==> config.mk <==
export PLATFORM = sky130hd
export DESIGN_NAME = ivf_supervisor
export DESIGN_NICKNAME = d
export VERILOG_FILES = /design/src/ivf_top_note_placeholder.sv /design/src/ivf_pkg.sv /design/src/ivf_resp_if.sv /design/src/ivf_fault_responder.sv /design/src/ivf_supervisor.sv /design/src/ivf_sync2.sv
export SDC_FILE = /design/constraint.sdc
export NUM_CORES = 1
export LEC_CHECK = 0
export BUFFER_PORTS_ARGS = -buffer_cell sky130_fd_sc_hd__buf_2
export CORE_ASPECT_RATIO = 1.2
export CORE_UTILIZATION = 30
export CTS_CLUSTER_SIZE = 10
export DETAILED_ROUTE_END_ITERATION = 7
export HOLD_SLACK_MARGIN = 0.06
export SYNTH_ARGS = -nofsm -noshare
export SYNTH_HDL_FRONTEND = slang
export SYNTH_HIERARCHICAL = 1
export SYNTH_SLANG_ARGS = --single-unit
==> constraint.sdc <==
create_clock -name clk -period 11.5 [get_ports clk]
set_input_delay 1.15 -clock clk [delete_from_list [all_inputs] [get_ports clk]]
set_output_delay 1.15 -clock clk [all_outputs]
set_load 0.1 [all_outputs]
==> src/ivf_top_note_placeholder.sv <==
// Intentionally empty compilation unit kept out; see supervisor.
==> src/ivf_pkg.sv <==
// Shared constants, types and helpers for the input voltage fault supervisor.
// Assumes one clock domain; management link pins are synchronised in the top.
package ivf_pkg;

  // Command codes of the registers held here
  localparam logic [7:0] CMD_OV_FAULT_ACTION = 8'h56;
  localparam logic [7:0] CMD_OV_WARN_THRESH  = 8'h57;
  localparam logic [7:0] CMD_UV_WARN_THRESH  = 8'h58;
  localparam logic [7:0] CMD_UV_FAULT_THRESH = 8'h59;
  localparam logic [7:0] CMD_UV_FAULT_ACTION = 8'h5a;
  // Neighbouring settings that arrive on ports instead of registers
  localparam logic [7:0] CMD_DELAY_TIME_UNIT = 8'hd2;
  localparam logic [7:0] CMD_VENDOR_OPTIONS  = 8'he0;

  // Reset values
  localparam logic [7:0]  RST_OV_FAULT_ACTION = 8'h80;
  localparam logic [7:0]  RST_UV_FAULT_ACTION = 8'hc0;
  localparam logic [15:0] RST_OV_WARN_THRESH  = 16'h03ff;
  localparam logic [15:0] RST_UV_WARN_THRESH  = 16'h0000;
  localparam logic [15:0] RST_UV_FAULT_THRESH = 16'h0000;

  // Fault action field positions
  localparam int RESP_HI  = 7;
  localparam int RESP_LO  = 6;
  localparam int RETRY_HI = 5;
  localparam int RETRY_LO = 3;
  localparam int DELAY_HI = 2;
  localparam int DELAY_LO = 0;

  // Response codes
  localparam logic [1:0] RESP_IGNORE        = 2'h0;
  localparam logic [1:0] RESP_DELAY_THEN    = 2'h1;
  localparam logic [1:0] RESP_DISABLE_RETRY = 2'h2;
  localparam logic [1:0] RESP_RESUME_WHEN_OK = 2'h3;

  // Vendor option bit that enables the ratio regulation mode
  localparam int VOPT_RATIO_BIT = 0;

  // Status bit positions
  localparam int STAT_OV_WARN    = 0;
  localparam int STAT_UV_WARN    = 1;
  localparam int STAT_OV_FAULT   = 2;
  localparam int STAT_UV_FAULT   = 3;
  localparam int STAT_OV_LATCHED = 4;
  localparam int STAT_UV_LATCHED = 5;

  // Management link slave address (arbitrary)
  localparam logic [6:0] SLAVE_ADDR = 7'h10;

  typedef enum logic [2:0] {SMB_IDLE, SMB_RX, SMB_RACK, SMB_TX, SMB_TACK, SMB_TNEXT} ivf_smb_state_t;
  typedef enum logic [2:0] {ST_RUN, ST_DELAY, ST_WAIT, ST_TRY, ST_HOLD, ST_LATCH} ivf_resp_state_t;

  // Linear format (5-bit exponent, 11-bit mantissa) scaled by 2^16 to a fixed-point value
  function automatic logic signed [42:0] ivf_lin_value(input logic [15:0] v);
    logic signed [42:0] m;
    logic [4:0]         sh;
    m  = {{32{v[10]}}, v[10:0]};
    sh = v[15:11] + 5'h10;
    return m <<< sh;
  endfunction

  // Delay code n gives 2^n time units
  function automatic logic [7:0] ivf_delay_units(input logic [2:0] code);
    return 8'h01 << code;
  endfunction

  // Data bytes that a command carries: 0 unsupported, 1 byte, 2 word
  function automatic logic [1:0] ivf_cmd_width(input logic [7:0] code);
    if (code == CMD_OV_FAULT_ACTION || code == CMD_UV_FAULT_ACTION)
      return 2'h1;
    if (code == CMD_OV_WARN_THRESH || code == CMD_UV_WARN_THRESH || code == CMD_UV_FAULT_THRESH)
      return 2'h2;
    return 2'h0;
  endfunction

endpackage

==> src/ivf_resp_if.sv <==
// Connection between the supervisor top and one fault responder.
// Assumes both ends run on the same clock.
interface ivf_resp_if;
  logic        fault;
  logic [7:0]  action;
  logic        clear;
  logic [15:0] unit_cycles;
  logic        run;
  logic        latched;

  modport resp (input fault, input action, input clear, input unit_cycles, output run, output latched);
  modport ctrl (output fault, output action, output clear, output unit_cycles, input run, input latched);
endinterface

==> src/ivf_fault_responder.sv <==
// One fault response sequencer: decides whether the output may run.
// Assumes the fault level is already registered and clear is a one-cycle pulse.
module ivf_fault_responder (
  // Clock and reset
  input  wire logic   clk,
  input  wire logic   rst,
  // Fault and settings in, run permission out
  ivf_resp_if.resp    port
);
  ivf_pkg::ivf_resp_state_t state;
  ivf_pkg::ivf_resp_state_t next_state;
  logic [2:0]  attempts;
  logic [2:0]  next_attempts;
  logic [15:0] pre_cnt;
  logic [7:0]  unit_cnt;

  wire logic [1:0] resp_code  = port.action[ivf_pkg::RESP_HI:ivf_pkg::RESP_LO];
  wire logic [2:0] retries    = port.action[ivf_pkg::RETRY_HI:ivf_pkg::RETRY_LO];
  wire logic [2:0] delay_code = port.action[ivf_pkg::DELAY_HI:ivf_pkg::DELAY_LO];
  // A unit length of zero is taken as one cycle so the timer always ends
  wire logic pre_last   = (port.unit_cycles == 16'h0000) || (pre_cnt == port.unit_cycles - 16'h0001);
  wire logic unit_last  = (unit_cnt == ivf_pkg::ivf_delay_units(delay_code) - 8'h01);
  wire logic timer_done = pre_last && unit_last;
  wire logic timer_load = (next_state != state);
  wire logic no_retry   = (retries == 3'h0);

  always_comb begin
    next_state    = state;
    next_attempts = attempts;
    case (state)
      ivf_pkg::ST_RUN: begin
        if (port.fault) begin
          if (resp_code == ivf_pkg::RESP_DELAY_THEN) begin
            next_state = ivf_pkg::ST_DELAY;
          end else if (resp_code == ivf_pkg::RESP_DISABLE_RETRY) begin
            next_attempts = retries;
            next_state    = no_retry ? ivf_pkg::ST_LATCH : ivf_pkg::ST_WAIT;
          end else if (resp_code == ivf_pkg::RESP_RESUME_WHEN_OK) begin
            next_state = ivf_pkg::ST_HOLD;
          end
        end
      end
      ivf_pkg::ST_DELAY: begin
        if (!port.fault) begin
          next_state = ivf_pkg::ST_RUN;
        end else if (timer_done) begin
          next_attempts = retries;
          next_state    = no_retry ? ivf_pkg::ST_LATCH : ivf_pkg::ST_WAIT;
        end
      end
      ivf_pkg::ST_WAIT: begin
        if (timer_done) begin
          next_attempts = attempts - 3'h1;
          next_state    = ivf_pkg::ST_TRY;
        end
      end
      ivf_pkg::ST_TRY: begin
        if (port.fault) begin
          next_state = (attempts == 3'h0) ? ivf_pkg::ST_LATCH : ivf_pkg::ST_WAIT;
        end else if (timer_done) begin
          next_state = ivf_pkg::ST_RUN;
        end
      end
      ivf_pkg::ST_HOLD: begin
        if (!port.fault) begin
          next_state = ivf_pkg::ST_RUN;
        end
      end
      ivf_pkg::ST_LATCH: begin
        if (port.clear) begin
          next_state = ivf_pkg::ST_RUN;
        end
      end
      default: next_state = ivf_pkg::ST_RUN;
    endcase
  end

  always_ff @(posedge clk) begin
    if (rst) begin
      state        <= ivf_pkg::ST_RUN;
      attempts     <= 3'h0;
      port.run     <= 1'b1;
      port.latched <= 1'b0;
    end else begin
      state        <= next_state;
      attempts     <= next_attempts;
      // Ignore code never leaves ST_RUN, so the output is never interrupted
      port.run     <= (next_state == ivf_pkg::ST_RUN) || (next_state == ivf_pkg::ST_DELAY) ||
                      (next_state == ivf_pkg::ST_TRY);
      port.latched <= (next_state == ivf_pkg::ST_LATCH);
    end
  end

  // Delay timer restarts on every state change
  always_ff @(posedge clk) begin
    if (rst || timer_load) begin
      pre_cnt  <= 16'h0000;
      unit_cnt <= 8'h00;
    end else if (pre_last) begin
      pre_cnt  <= 16'h0000;
      unit_cnt <= unit_cnt + 8'h01;
    end else begin
      pre_cnt  <= pre_cnt + 16'h0001;
    end
  end
endmodule

==> src/ivf_supervisor.sv <==
// Input voltage fault supervisor: management link slave, limit registers,
// comparators and two fault responders that gate the power stage.
// Assumes vin samples, neighbouring settings and fault_clear come from clk logic;
// the management link pins are asynchronous and open drain.
//
// Functional notes
// Response 00 keeps regulating without interruption while the fault persists.
// Response 01 runs for the delay, then applies retry setting if fault remains.
// Response 10 disables output at once, then follows the retry setting.
// Response 11 holds output off while fault persists, resumes when it clears.
// Retry zero means no restart; output stays off until fault is cleared.
// Delay code n gives two to the power n time units, up to 128.
// Delay serves as run time after fault or spacing between restart attempts.
// One delay unit's length comes from the separate time-unit setting.
// Sixteen-bit linear over-voltage warning threshold compared against input voltage.
// Under-voltage warning threshold also switches the ratio regulation mode.
// Ratio regulation only acts when the vendor option flag enables it.
// Sixteen-bit linear under-voltage fault threshold detects under-voltage faults.
// Separate eight-bit over- and under-voltage fault actions with same layout.
// Warning and fault crossings raise event pulses for the host.
// Nonzero retry counts give bounded restarts spaced by delay, then latch off.
module ivf_supervisor (
  // Clock and reset
  input  wire logic        clk,
  input  wire logic        rst,
  // Management link pins
  input  wire logic        scl_in,
  input  wire logic        sda_in,
  output logic             sda_out,
  output logic             sda_oe,
  // Input voltage sample, linear format
  input  wire logic [15:0] vin_sample,
  input  wire logic        vin_sample_valid,
  // Neighbouring settings
  input  wire logic [15:0] ov_fault_limit,
  input  wire logic [15:0] delay_unit_cycles,
  input  wire logic [7:0]  vendor_option_flags,
  input  wire logic        fault_clear,
  // Power stage and status
  output logic             output_enable,
  output logic             ratio_regulation_mode,
  output logic [5:0]       vin_status,
  output logic             ov_warn_event,
  output logic             uv_warn_event,
  output logic             ov_fault_event,
  output logic             uv_fault_event
);
  // Registers
  logic [7:0]  ov_action;
  logic [7:0]  uv_action;
  logic [15:0] ov_warn_thresh;
  logic [15:0] uv_warn_thresh;
  logic [15:0] uv_fault_thresh;

  // Link engine state
  ivf_pkg::ivf_smb_state_t smb_state;
  ivf_pkg::ivf_smb_state_t next_smb_state;
  logic       scl_s;
  logic       sda_s;
  logic       scl_q;
  logic       sda_q;
  logic [7:0] shift;
  logic [7:0] next_shift;
  logic [3:0] bit_cnt;
  logic [3:0] next_bit_cnt;
  logic [2:0] byte_cnt;
  logic [2:0] next_byte_cnt;
  logic       rw;
  logic       next_rw;
  logic [7:0] cmd;
  logic [7:0] next_cmd;
  logic [7:0] low_byte;
  logic [7:0] next_low_byte;
  logic [7:0] tx_shift;
  logic [7:0] next_tx_shift;
  logic [1:0] tx_count;
  logic [1:0] next_tx_count;
  logic       next_sda_oe;

  ivf_resp_if ov_if ();
  ivf_resp_if uv_if ();

  ivf_sync2 u_sync_scl (
    .clk      (clk),
    .rst      (rst),
    .async_in (scl_in),
    .sync_out (scl_s)
  );

  ivf_sync2 u_sync_sda (
    .clk      (clk),
    .rst      (rst),
    .async_in (sda_in),
    .sync_out (sda_s)
  );

  // Bus conditions, seen only through the synchronised copies
  wire logic start_cond = scl_s && scl_q && sda_q && !sda_s;
  wire logic stop_cond  = scl_s && scl_q && !sda_q && sda_s;
  wire logic scl_rise   = scl_s && !scl_q;
  wire logic scl_fall   = !scl_s && scl_q;

  wire logic [1:0] cmd_width  = ivf_pkg::ivf_cmd_width(cmd);
  wire logic [1:0] rx_width   = ivf_pkg::ivf_cmd_width(shift);
  wire logic       byte_done  = (smb_state == ivf_pkg::SMB_RX) && scl_fall && (bit_cnt == 4'h8);
  wire logic       addr_match = (shift[7:1] == ivf_pkg::SLAVE_ADDR);
  wire logic       ack_ok     = (byte_cnt == 3'h0) ? addr_match :
                                (byte_cnt == 3'h1) ? (rx_width != 2'h0) :
                                (byte_cnt == 3'h2) ? (cmd_width != 2'h0) :
                                (byte_cnt == 3'h3) ? (cmd_width == 2'h2) : 1'b0;
  wire logic       wr_strobe  = byte_done && !rw && ack_ok &&
                                (((byte_cnt == 3'h2) && (cmd_width == 2'h1)) || (byte_cnt == 3'h3));
  wire logic [15:0] wr_data   = (cmd_width == 2'h1) ? {8'h00, shift} : {shift, low_byte};

  wire logic [15:0] rd_word =
    (cmd == ivf_pkg::CMD_OV_FAULT_ACTION) ? {8'h00, ov_action} :
    (cmd == ivf_pkg::CMD_UV_FAULT_ACTION) ? {8'h00, uv_action} :
    (cmd == ivf_pkg::CMD_OV_WARN_THRESH)  ? ov_warn_thresh :
    (cmd == ivf_pkg::CMD_UV_WARN_THRESH)  ? uv_warn_thresh :
    (cmd == ivf_pkg::CMD_UV_FAULT_THRESH) ? uv_fault_thresh : 16'hffff;
  // Words go low byte first; anything past the data reads as released bus
  wire logic [7:0] tx_next_byte = (tx_count == 2'h0) ? rd_word[7:0] :
                                  ((tx_count == 2'h1) && (cmd_width == 2'h2)) ? rd_word[15:8] : 8'hff;

  always_comb begin
    next_smb_state = smb_state;
    next_shift     = shift;
    next_bit_cnt   = bit_cnt;
    next_byte_cnt  = byte_cnt;
    next_rw        = rw;
    next_cmd       = cmd;
    next_low_byte  = low_byte;
    next_tx_shift  = tx_shift;
    next_tx_count  = tx_count;
    next_sda_oe    = sda_oe;
    if (start_cond) begin
      next_smb_state = ivf_pkg::SMB_RX;
      next_bit_cnt   = 4'h0;
      next_byte_cnt  = 3'h0;
      next_tx_count  = 2'h0;
      next_sda_oe    = 1'b0;
    end else if (stop_cond) begin
      next_smb_state = ivf_pkg::SMB_IDLE;
      next_sda_oe    = 1'b0;
    end else begin
      case (smb_state)
        ivf_pkg::SMB_IDLE: next_sda_oe = 1'b0;
        ivf_pkg::SMB_RX: begin
          if (scl_rise) begin
            next_shift   = {shift[6:0], sda_s};
            next_bit_cnt = bit_cnt + 4'h1;
          end else if (byte_done) begin
            if (byte_cnt != 3'h7) begin
              next_byte_cnt = byte_cnt + 3'h1;
            end
            if (byte_cnt == 3'h0) begin
              next_rw = shift[0];
            end
            if ((byte_cnt == 3'h1) && !rw) begin
              next_cmd = shift;
            end
            if (byte_cnt == 3'h2) begin
              next_low_byte = shift;
            end
            // Refusing a byte leaves the line released so the master sees a nack
            next_sda_oe    = ack_ok;
            next_smb_state = ack_ok ? ivf_pkg::SMB_RACK : ivf_pkg::SMB_IDLE;
          end
        end
        ivf_pkg::SMB_RACK: begin
          if (scl_fall) begin
            if (rw) begin
              next_tx_shift  = tx_next_byte;
              next_tx_count  = 2'h1;
              next_sda_oe    = !tx_next_byte[7];
              next_bit_cnt   = 4'h1;
              next_smb_state = ivf_pkg::SMB_TX;
            end else begin
              next_sda_oe    = 1'b0;
              next_bit_cnt   = 4'h0;
              next_smb_state = ivf_pkg::SMB_RX;
            end
          end
        end
        ivf_pkg::SMB_TX: begin
          if (scl_fall) begin
            if (bit_cnt == 4'h8) begin
              next_sda_oe    = 1'b0;
              next_smb_state = ivf_pkg::SMB_TACK;
            end else begin
              next_sda_oe   = !tx_shift[6];
              next_tx_shift = {tx_shift[6:0], 1'b0};
              next_bit_cnt  = bit_cnt + 4'h1;
            end
          end
        end
        ivf_pkg::SMB_TACK: begin
          if (scl_rise) begin
            next_smb_state = sda_s ? ivf_pkg::SMB_IDLE : ivf_pkg::SMB_TNEXT;
          end
        end
        ivf_pkg::SMB_TNEXT: begin
          if (scl_fall) begin
            next_tx_shift  = tx_next_byte;
            next_tx_count  = (tx_count == 2'h3) ? tx_count : tx_count + 2'h1;
            next_sda_oe    = !tx_next_byte[7];
            next_bit_cnt   = 4'h1;
            next_smb_state = ivf_pkg::SMB_TX;
          end
        end
        default: next_smb_state = ivf_pkg::SMB_IDLE;
      endcase
    end
  end

  always_ff @(posedge clk) begin
    if (rst) begin
      smb_state <= ivf_pkg::SMB_IDLE;
      scl_q     <= 1'b1;
      sda_q     <= 1'b1;
      shift     <= 8'h00;
      bit_cnt   <= 4'h0;
      byte_cnt  <= 3'h0;
      rw        <= 1'b0;
      cmd       <= 8'h00;
      low_byte  <= 8'h00;
      tx_shift  <= 8'h00;
      tx_count  <= 2'h0;
      sda_oe    <= 1'b0;
      sda_out   <= 1'b0;
    end else begin
      smb_state <= next_smb_state;
      scl_q     <= scl_s;
      sda_q     <= sda_s;
      shift     <= next_shift;
      bit_cnt   <= next_bit_cnt;
      byte_cnt  <= next_byte_cnt;
      rw        <= next_rw;
      cmd       <= next_cmd;
      low_byte  <= next_low_byte;
      tx_shift  <= next_tx_shift;
      tx_count  <= next_tx_count;
      sda_oe    <= next_sda_oe;
      sda_out   <= 1'b0;
    end
  end

  // Register file, written when the last data byte of a command is acked
  always_ff @(posedge clk) begin
    if (rst) begin
      ov_action       <= ivf_pkg::RST_OV_FAULT_ACTION;
      uv_action       <= ivf_pkg::RST_UV_FAULT_ACTION;
      ov_warn_thresh  <= ivf_pkg::RST_OV_WARN_THRESH;
      uv_warn_thresh  <= ivf_pkg::RST_UV_WARN_THRESH;
      uv_fault_thresh <= ivf_pkg::RST_UV_FAULT_THRESH;
    end else if (wr_strobe) begin
      case (cmd)
        ivf_pkg::CMD_OV_FAULT_ACTION: ov_action       <= wr_data[7:0];
        ivf_pkg::CMD_UV_FAULT_ACTION: uv_action       <= wr_data[7:0];
        ivf_pkg::CMD_OV_WARN_THRESH:  ov_warn_thresh  <= wr_data;
        ivf_pkg::CMD_UV_WARN_THRESH:  uv_warn_thresh  <= wr_data;
        ivf_pkg::CMD_UV_FAULT_THRESH: uv_fault_thresh <= wr_data;
        default: ;
      endcase
    end
  end

  // Comparators work on the decoded linear values, not on raw codes
  wire logic signed [42:0] vin_val    = ivf_pkg::ivf_lin_value(vin_sample);
  wire logic               ov_warn_c  = vin_val > ivf_pkg::ivf_lin_value(ov_warn_thresh);
  wire logic               uv_warn_c  = vin_val < ivf_pkg::ivf_lin_value(uv_warn_thresh);
  wire logic               ov_fault_c = vin_val > ivf_pkg::ivf_lin_value(ov_fault_limit);
  wire logic               uv_fault_c = vin_val < ivf_pkg::ivf_lin_value(uv_fault_thresh);
  wire logic               ratio_c    = vendor_option_flags[ivf_pkg::VOPT_RATIO_BIT] && !uv_warn_c;

  assign ov_if.fault       = vin_status[ivf_pkg::STAT_OV_FAULT];
  assign ov_if.action      = ov_action;
  assign ov_if.clear       = fault_clear;
  assign ov_if.unit_cycles = delay_unit_cycles;
  assign uv_if.fault       = vin_status[ivf_pkg::STAT_UV_FAULT];
  assign uv_if.action      = uv_action;
  assign uv_if.clear       = fault_clear;
  assign uv_if.unit_cycles = delay_unit_cycles;

  ivf_fault_responder u_ov_resp (
    .clk  (clk),
    .rst  (rst),
    .port (ov_if.resp)
  );

  ivf_fault_responder u_uv_resp (
    .clk  (clk),
    .rst  (rst),
    .port (uv_if.resp)
  );

  always_ff @(posedge clk) begin
    if (rst) begin
      vin_status            <= 6'h00;
      output_enable         <= 1'b0;
      ratio_regulation_mode <= 1'b0;
      ov_warn_event         <= 1'b0;
      uv_warn_event         <= 1'b0;
      ov_fault_event        <= 1'b0;
      uv_fault_event        <= 1'b0;
    end else begin
      ov_warn_event  <= vin_sample_valid && ov_warn_c && !vin_status[ivf_pkg::STAT_OV_WARN];
      uv_warn_event  <= vin_sample_valid && uv_warn_c && !vin_status[ivf_pkg::STAT_UV_WARN];
      ov_fault_event <= vin_sample_valid && ov_fault_c && !vin_status[ivf_pkg::STAT_OV_FAULT];
      uv_fault_event <= vin_sample_valid && uv_fault_c && !vin_status[ivf_pkg::STAT_UV_FAULT];
      // Dropping the enable stops the mode at once; it only starts again on a fresh sample
      ratio_regulation_mode <= vin_sample_valid ? ratio_c :
                               (ratio_regulation_mode && vendor_option_flags[ivf_pkg::VOPT_RATIO_BIT]);
      vin_status[5:4]       <= {uv_if.latched, ov_if.latched};
      output_enable         <= ov_if.run && uv_if.run;
      if (vin_sample_valid) begin
        vin_status[3:0] <= {uv_fault_c, ov_fault_c, uv_warn_c, ov_warn_c};
      end
    end
  end
endmodule

==> src/ivf_sync2.sv <==
// Two flip-flop synchroniser for a level from outside the clock domain.
// Assumes the input changes slowly compared with clk.
module ivf_sync2 (
  // Clock and reset
  input  wire logic clk,
  input  wire logic rst,
  // Level
  input  wire logic async_in,
  output logic      sync_out
);
  logic meta;

  always_ff @(posedge clk) begin
    if (rst) begin
      meta     <= 1'b1;
      sync_out <= 1'b1;
    end else begin
      meta     <= async_in;
      sync_out <= meta;
    end
  end
endmodule

Word level (Yosys, flattened, before mapping)
Cells that the tools add are included.
Operators by class
  $add $sub $neg: 17
  magnitude comparators: 4
  equality and inequality tests: 84
  shift-type cells: 7
  multiplexer cells: 108
  bitwise gates (word level): 4
  reduce and logical (&&, ||, !) cells: 97
Operator list (number)
  $sshl A11 B5 Y43: 5
  $mux W3: 46
  $mux W16: 6
  $gt A43 B43 Y1: 2
  $lt A43 B43 Y1: 2
  $eq A8 B7 Y1 const B: 10
  $pmux W3 S6: 3
  $mux W7: 5
  $ne A2 B2 Y1 const B: 17
  $add A16 B1 Y16 const B: 2
  $eq A16 B16 Y1: 2
  $eq A3 B2 Y1 const B: 10
  $logic_not A3 Y1: 10
  $reduce_and A6 Y1: 5
  $logic_and A1 B1 Y1: 28
  $mux W2: 14
  $ne A4 B4 Y1 const B: 7
  $add A5 B5 Y5 const B: 5
  $eq A3 B3 Y1 const B: 8
  $reduce_and A8 Y1: 3
  $mux W1: 21
  $pmux W7 S3: 1
  $reduce_and A7 Y1: 3
  $mux W4: 5
  36 further kinds: 101
Word-level totals
  register bits: 191
  logic and storage cells: 363

Longest topological paths before layout
Gate-level depths: netlist of the first run.
  word-level depth: 18
  gate-level depth with buffers: 17
  gate-level depth less buffers: 15

Cells and area by module
Netlist of the first run, hierarchy kept.
By module, submodules not included
  ivf_supervisor: instances 1, cells each 1883, area each 14023.4 sq um, sequential area each 2462.4 sq um
  ivf_fault_responder: instances 2, cells each 321, area each 2469.9 sq um, sequential area each 640.6 sq um
  ivf_sync2: instances 2, cells each 4, area each 52.6 sq um, sequential area each 40.0 sq um

Worst setup path after synthesis of the first run
OpenSTA, ideal clock, no wires.
  path kind: input port to flip-flop
  start point: input port vin_sample[11]
  end point: register uv_warn_event
  setup time: 164 ps
  arrival: 4277 ps
  setup slack: 7060 ps
  stages: 15
  path buffers: 2
  path through: clkbuf_1 > buf_2 > mux2i_1 > o21ai_0 > mux2i_1 > a21o_1 > o21ai_0 > ha_1 > a2111oi_0 > nand2_1 > a31oi_1 > o22ai_1 > nor3_1 > xor2_1 > nor3_1
On the way
  cells in the longest elaborated chain, start to end: 5
RTL lines
  from (decl): RTL line ivf_supervisor.sv:32  | input wire logic [15:0] vin_sample,
  $add A5 B5 Y5: RTL line ivf_pkg.sv:58  | sh = v[15:11] + 5'h10;
  $sshl A11 B5 Y43: RTL line ivf_pkg.sv:59  | return m <<< sh;
  $lt A43 B43 Y1: RTL line ivf_supervisor.sv:271  | wire logic uv_warn_c = vin_val < ivf_pkg::ivf_lin_value(uv_warn_thresh);
  $logic_and A1 B1 Y1 (2 in a row): RTL line ivf_supervisor.sv:308  | uv_warn_event <= vin_sample_valid && uv_warn_c && !vin_status[ivf_pkg::STAT_UV_WARN];
  to (signal assigned): RTL line ivf_supervisor.sv:308
  to (decl): RTL line ivf_supervisor.sv:44  | output logic uv_warn_event,
Every way passes these cells.
A chain may end at the register's enable or synchronous reset.

Worst setup path in the final report of the first run
  start point: input port vin_sample[10]
  end point: register ratio_regulation_mode
On the way
  cells in the longest elaborated chain, start to end: 5
RTL lines
  $sshl A11 B5 Y43: RTL line ivf_pkg.sv:59
  $lt A43 B43 Y1: RTL line ivf_supervisor.sv:271
  $logic_not A1 Y1: RTL line ivf_supervisor.sv:274  | wire logic ratio_c = vendor_option_flags[ivf_pkg::VOPT_RATIO_BIT] && !uv_warn_c;
  $logic_and A1 B1 Y1: RTL line ivf_supervisor.sv:274
  $mux W1: RTL line ivf_supervisor.sv:312  | ratio_regulation_mode <= vin_sample_valid ? ratio_c :
  to (signal assigned): RTL line ivf_supervisor.sv:312
  to (decl): RTL line ivf_supervisor.sv:41  | output logic ratio_regulation_mode,
Every way passes these cells.

==> results of run 1 <==
-- registers in the layout, summed over array words and instances, names as in the netlist, 2 cells and up --
| signal | cells |
|---|---|
| uv_action | 8 |
| uv_warn_thresh | 16 |
| u_ov_resp/pre_cnt | 16 |
| ov_warn_thresh | 16 |
| bit_cnt | 4 |
| u_ov_resp/unit_cnt | 8 |
| low_byte | 8 |
| tx_count | 2 |
| cmd | 8 |
| u_uv_resp/attempts | 3 |
| smb_state | 3 |
| u_uv_resp/state | 3 |
| u_ov_resp/attempts | 3 |
| uv_fault_thresh | 16 |
| shift | 8 |
| byte_cnt | 3 |
| tx_shift | 7 |
| u_uv_resp/unit_cnt | 8 |
| u_ov_resp/state | 3 |
| ov_action | 8 |
| u_uv_resp/pre_cnt | 16 |
| vin_status | 6 |
-- routing by layer --
metal / routed length, um / GRT usage
met1: 26100 / 0.2253
met2: 27480 / 0.2944
met3: 2695 / 0.02602
met4: 2722 / 0.08738
met5: 0 / 0
-- synth_stat cells (all sizes together) (51+ instances only) --
master / instances
mux2i: 178
dfxtp: 191
ha: 187
nand3: 100
inv: 53
o21ai: 183
nand4: 51
a21oi: 157
nor3: 89
clkbuf: 125
nor2: 268
nand2: 242
-- power breakdown --
part,switching (mW),internal [mW]
logic,0.257,0.142
registers,0.0109,0.669
clock network,0.330,0.300
total,0.598,1.11
-- worst paths after layout --
| check | start | end | slack [ns] | cells after the start |
|---|---|---|---|---|
| worst max-delay path | vin_sample[10] | ratio_regulation_mode | 6.32 | 14 |
| worst min-delay path | u_sync_scl/meta | u_sync_scl/sync_out | 0.41 | 1 |
| worst max register to register | uv_warn_thresh[12] | ratio_regulation_mode | 6.76 | 12 |
| worst min register to register | u_sync_scl/meta | u_sync_scl/sync_out | 0.41 | 1 |
-- stage by stage --
step                      std cells    util  area [sq um]
after floorplan                2533       -         19070
after global placement         3278  0.3186         19890
after detailed placement       3278  0.3186         19890
after CTS                      3310  0.3283         20500
after global routing           3310  0.3283         20500
final                          3310  0.3283         20500
-- final cells by class --
type                            count  area (sq um)  share of cell area
Timing Repair Buffer               88         495.5             0.02417
Tap cell                          816          1021             0.04981
Clock inverter                     14         166.4            0.008119
Clock buffer                       18         439.2             0.02143
Multi-Input combinational cell   2125         14330              0.6993
Inverter                           58         217.7             0.01062
Sequential cell                   191          3824              0.1866
-- logic make-up after synthesis --
group | Yosys count | synth area share
DFF | 191 | 0.2005
xor gates and xnor gates | 76 | 0.03491
other | 1 | 0.0001967
AOI/OAI and AO/OA | 658 | 0.2259
adders and majority gates | 187 | 0.1227
muxes | 203 | 0.1082
and+or+nand+nor | 1000 | 0.2597
buffers and inverters | 217 | 0.04783
==> results.cfg, run 1 <==
[status]
status = completed

[grt]
grt_max_degree = 84
grt_pass1_vias = 16550
grt_use_total = 0.1786
overflow = 0
grt_antenna_before_repair = 0
grt_pass1_wl_um = 91540

[pwr]
p_total_mw = 1.709
p_leak_nw = 7.908
ir_worst_vdd_v = 0.0001157
p_per_area_nw_per_um2 = 83.39

[die]
row_count = 100
io_pins = 76
die_w_um = 232.1
fp.dieArea_sq_um = 64580
core-area_sq_um = 62430
start_util = 0.3054
dieHeight_um = 278.2

[route]
ant_nets = 0
vias_per_cell = 5.529
drt_first_pass_iters = 6
wl_um = 59000
drc_errors = 0
dr_total_vias = 18300
wl_per_cell_um = 17.82
drt-initial-drc-count = 1304

[final_layout]
final_common_cell = nor2_1
final_cell_mix = 268 x nor2_1, 242 x nand2_1, 191 x dfxtp_1
nets = 2730
antenna_cells = 0
syn2layout_area_growth_pct = 7.487
layout-drive-gt1-share = 0.07779
fillers = 6686

[synth]
synthFlopType = dfxtp_1
syn-cell-area_sq_um = 19070
synth_edf_count = 0
synth.distinct_cells = 84
yosysSeqAreaShare = 0.2005
ys_seq_elements = 191
async_flop_share = 0
syn_area_per_cell_sq_um = 7.528
yosysWarningCount = 6
ys_top_cells_by_area = dfxtp_1 20%, ha_1 12%, mux2i_1 9.3%
syn_inst = 2533
syn_nets = 2782
yosysTopAreaCell = dfxtp_1
synth.top_cell.area_share = 0.2005

[timing]
finClkSkew_ns = 0.01993
relSlewSlack = 0.1730
hold_violations = 0
finalSetupTns_ns = 0
tightest_slew_ns = 1.228
fin_ws_ns = 6.324
slew_violations = 0
maxClockFrequency_ghz = 0.1932
hold-worst-slack_ns = 0.4089
fin_crit_sh = 0.4501
setup_viol = 0
rsz0062_at_grt = false
layout_min_cycle_time_ns = 5.176

[worst_hold_path]
min_path_type = register to register

[clock_tree]
numClockSinks = 191
htree_levels = 4
tritoncts = done
root_buffer = clkbuf_16
cts.repair.resized = 0
clock_latency_ns = 0.50
clockBufferDepth = 2
ctsHoldBuffers = 0
clk_pin_slew_worst_paths_ns = 0.08
cts_made_buffers = 17
postCtsSetupRepairBufs = 0

[place]
gp_congestion = 0.9685
dp_slack_ns = 5.903
port_buffers = 67
dpl.hpwl_um = 44800

[critical_path]
cp_max_fo = 16
critical_path_class = primary input to register
slowest_stage = o21ai_0
cpPeakStageDelay_ns = 0.86
path_cells = buf_2 -> mux2i_1 -> o21ai_0 -> mux2i_1 -> nand2_1 -> nand2_1 -> o21ai_0 -> ha_1 -> and4_1 -> a221oi_1 -> o22ai_1 -> nor3_1 -> xor2_1 -> a31o_1
critPathBufInv = 1
critPathTopFamily = compound AO/OA/AOI/OAI gates
cp.required_ns = 11.93
critPathLaunchType = primary input
cp.arrival_ns = 5.61
end_kind = register

[job]
drv_cap = 0
Note: power is estimated with default switching activity, not from simulation.
==> run 2, diff against run 1 <==
--- a/config.mk
+++ b/config.mk
@@ -5,6 +5,7 @@
 export SDC_FILE = /design/constraint.sdc
 export NUM_CORES = 1
 export LEC_CHECK = 0
+export ABC_AREA = 1
 export BUFFER_PORTS_ARGS = -buffer_cell sky130_fd_sc_hd__buf_2
 export CORE_ASPECT_RATIO = 1.2
 export CORE_UTILIZATION = 30
==> constraint.sdc (replaced) <==
create_clock -name clk -period 4.6 [get_ports clk]
set_input_delay 0.46 -clock clk [delete_from_list [all_inputs] [get_ports clk]]
set_output_delay 0.46 -clock clk [all_outputs]
set_load 0.1 [all_outputs]
==> run 2 against run 1 <==
Against the previous run:
- die area is 2.7% higher
- critical path type unchanged
- critical endpoint is now uv_fault_event
- hold slack got worse by 0.22 ns
- register-to-register slack worse by 5.8 ns
- via count is 11% higher
- total power rose to 2.5 times the previous value
- count of clock-buffer cells in the layout increased by 1
- wire length up 2.5%
- critical path depth is 7 higher
- sequential cell count stayed put
==> results.cfg, run 2 <==
[synth]
ys_seq_elements = 191
synth_most_common_cell = nand2_1
ys_top_cells_by_count = 802 x nand2_1, 406 x inv_1, 397 x o21ai_0, 363 x nor2_1, 192 x a21oi_1
synth_edf_count = 0
yosysTopAreaCell = dfxtp_1
syn_inst = 3255
syn_area_per_cell_sq_um = 6.019
synth.top_cell.area_share = 0.1952
synthFlopType = dfxtp_1
ys_top_cells_by_area = dfxtp_1 20%, nand2_1 15%, ha_1 12%
synth.distinct_cells = 51
syn_nets = 3504
yosysWarningCount = 6
yosysSeqAreaShare = 0.1952
syn-cell-area_sq_um = 19590
async_flop_share = 0

[final_layout]
final_core_util = 0.3292
nets = 3499
layout-drive-gt1-share = 0.07508
final_cell_mix = 802 x nand2_1, 406 x inv_1, 397 x o21ai_0
final_common_cell = nand2_1
regArea_sq_um = 3824
fillers = 7256
antenna_cells = 0
multiInputGateArea_sq_um = 13660
syn2layout_area_growth_pct = 8.493
stdcell_count = 4095

[route]
dr_total_vias = 20380
wl_per_cell_um = 14.76
drt-initial-drc-count = 1498
wl_um = 60460
drt_first_pass_iters = 6
drc_errors = 0
vias_per_cell = 4.977
ant_nets = 0

[die]
die_w_um = 235.3
dieHeight_um = 281.9
row_count = 102
core-area_sq_um = 64580
fp.dieArea_sq_um = 66340
start_util = 0.3034
io_pins = 76

[critical_path]
rrSetupSlack_ns = 0.99
r2r-end = uv_fault_event
reg2reg_from = uv_fault_thresh[11]
cp_max_fo = 12
critical_path_class = primary input to register
critPathLaunchType = primary input
ff2ff_path_depth = 19
cp.required_ns = 4.99
worstSetupStartpoint = vin_sample[11]
end_kind = register
cp.arrival_ns = 4.08

[timing]
layout_min_cycle_time_ns = 3.686
tightest_slew_ns = 1.043
hold_violations = 0
maxClockFrequency_ghz = 0.2713
slew_violations = 0
finClkSkew_ns = 0.01170
fin_crit_sh = 0.8013
finalSetupTns_ns = 0
relSlewSlack = 0.2973
rsz0062_at_grt = false
setup_viol = 0

[clock_tree]
numClockSinks = 191
root_buffer = clkbuf_16
clockBufferDepth = 2
cts.repair.resized = 0
htree_levels = 4
tritoncts = done
cts_made_buffers = 17
clk_pin_slew_worst_paths_ns = 0.08
ctsHoldBuffers = 0
postCtsSetupRepairBufs = 0
clock_latency_ns = 0.46

[grt]
grt_pass1_vias = 18420
grt_max_degree = 61
grt_antenna_before_repair = 0
grt_pass1_wl_um = 95720
grt_use_total = 0.1790
overflow = 0

[worst_hold_path]
holdPathEnd = u_sync_sda/meta
hold_depth = 3
worstHoldStart = sda_in
min_path_type = primary input to register

[place]
gp_congestion = 0.9073
port_buffers = 67
dpl.hpwl_um = 47860
dp.cells = 4063

[pwr]
p_leak_nw = 9.883
ir_worst_vdd_v = 0.0002709
p_total_mw = 4.346
p_per_area_nw_per_um2 = 204.5

[job]
drv_cap = 0

[status]
status = completed
==> run 2: changes by cell type after synthesis, sizes merged, moves of 46 or more <==
| cell | change |
|---|---|
| nand2 | +586 |
| inv | +361 |
| nor2 | +133 |
| nand2b | -46 |
| nand3 | +86 |
| mux2i | -150 |
| o21ai | +219 |
| nor3 | -47 |
==> run 2: metal layers <==
layer | track usage | vias to the layer above | part of all wire
met5 | 0 | - | 0
met4 | 0.07123 | 0 | 0.037
met3 | 0.01625 | 108 | 0.038
met2 | 0.3206 | 502 | 0.48
met1 | 0.2203 | 9126 | 0.44
li1 | - | 10640 | -
==> run 2: worst max-delay path by stage <==
stage                endpoint  slack (ns)  cells past startpoint
2_1_floorplan  ov_fault_event        1.58                     17
3_3_place_gp   uv_fault_event        0.52                     21
3_5_place_dp   uv_fault_event        0.51                     21
4_1_cts        uv_fault_event        0.97                     21
5_1_grt        uv_fault_event        0.46                     21
6_report       uv_fault_event        0.91                     21
==> run 2: layout make-up <==
type | instances | share of cell area
clock buffer | 19 | 0.02084
clock inverter | 13 | 0.007946
inverter | 421 | 0.07434
multi-input combinational | 2525 | 0.6427
sequential | 191 | 0.1799
tap | 832 | 0.04897
timing repair buffer | 94 | 0.02531
==> run 2: kinds of logic (layout without fill, tap and decap cells) <==
family	after synthesis	count (layout)	synth area share
xor+xnor	58	58	0.02593
flops	191	191	0.1952
fa+ha+maj	187	187	0.1194
compound gates	663	663	0.1789
buf+inv	539	547	0.1079
other cells	1	1	0.0001914
simple gates	1588	1588	0.3583
mux	28	28	0.01430
==> run 2: critical path, stage by stage <==
cell and delay (ns):
buf_2 0.19, clkinv_1 0.25, nand2_1 0.12, o21ai_0 0.10
o21ai_0 0.22, a21oi_1 0.12, nand2_1 0.07, o21ai_0 0.17
o21ai_0 0.80, ha_1 0.38, nand2_1 0.07, inv_1 0.03
o21ai_0 0.14, nand2_1 0.08, o21bai_1 0.16, nand2_1 0.07
a21oi_1 0.15, nand2_1 0.07, nand2_1 0.05, nand3_1 0.19
nor2_1 0.16
==> run 2: power by group <==
| part | switching (mW) | leakage [nW] | total [mW] | internal [mW] |
|---|---|---|---|---|
| Clock | 0.748 | 0.294 | 1.59 | 0.840 |
| Combinational | 0.713 | 8.05 | 1.05 | 0.339 |
| Sequential | 0.0282 | 1.54 | 1.71 | 1.68 |
==> run 2: per-stage QoR <==
| step | setup slack (ns) | instance area (sq um) | hold slack (ns) |
|---|---|---|---|
| floorplan | 1.579 | 19590 | 0.3795 |
| global placement | 0.5216 | 20640 | 0.4048 |
| detailed placement | 0.5136 | 20640 | 0.3972 |
| CTS | 0.9701 | 21260 | 0.1723 |
| global route | 0.4595 | 21260 | 0.1884 |
| finish | 0.9141 | 21260 | 0.1879 |
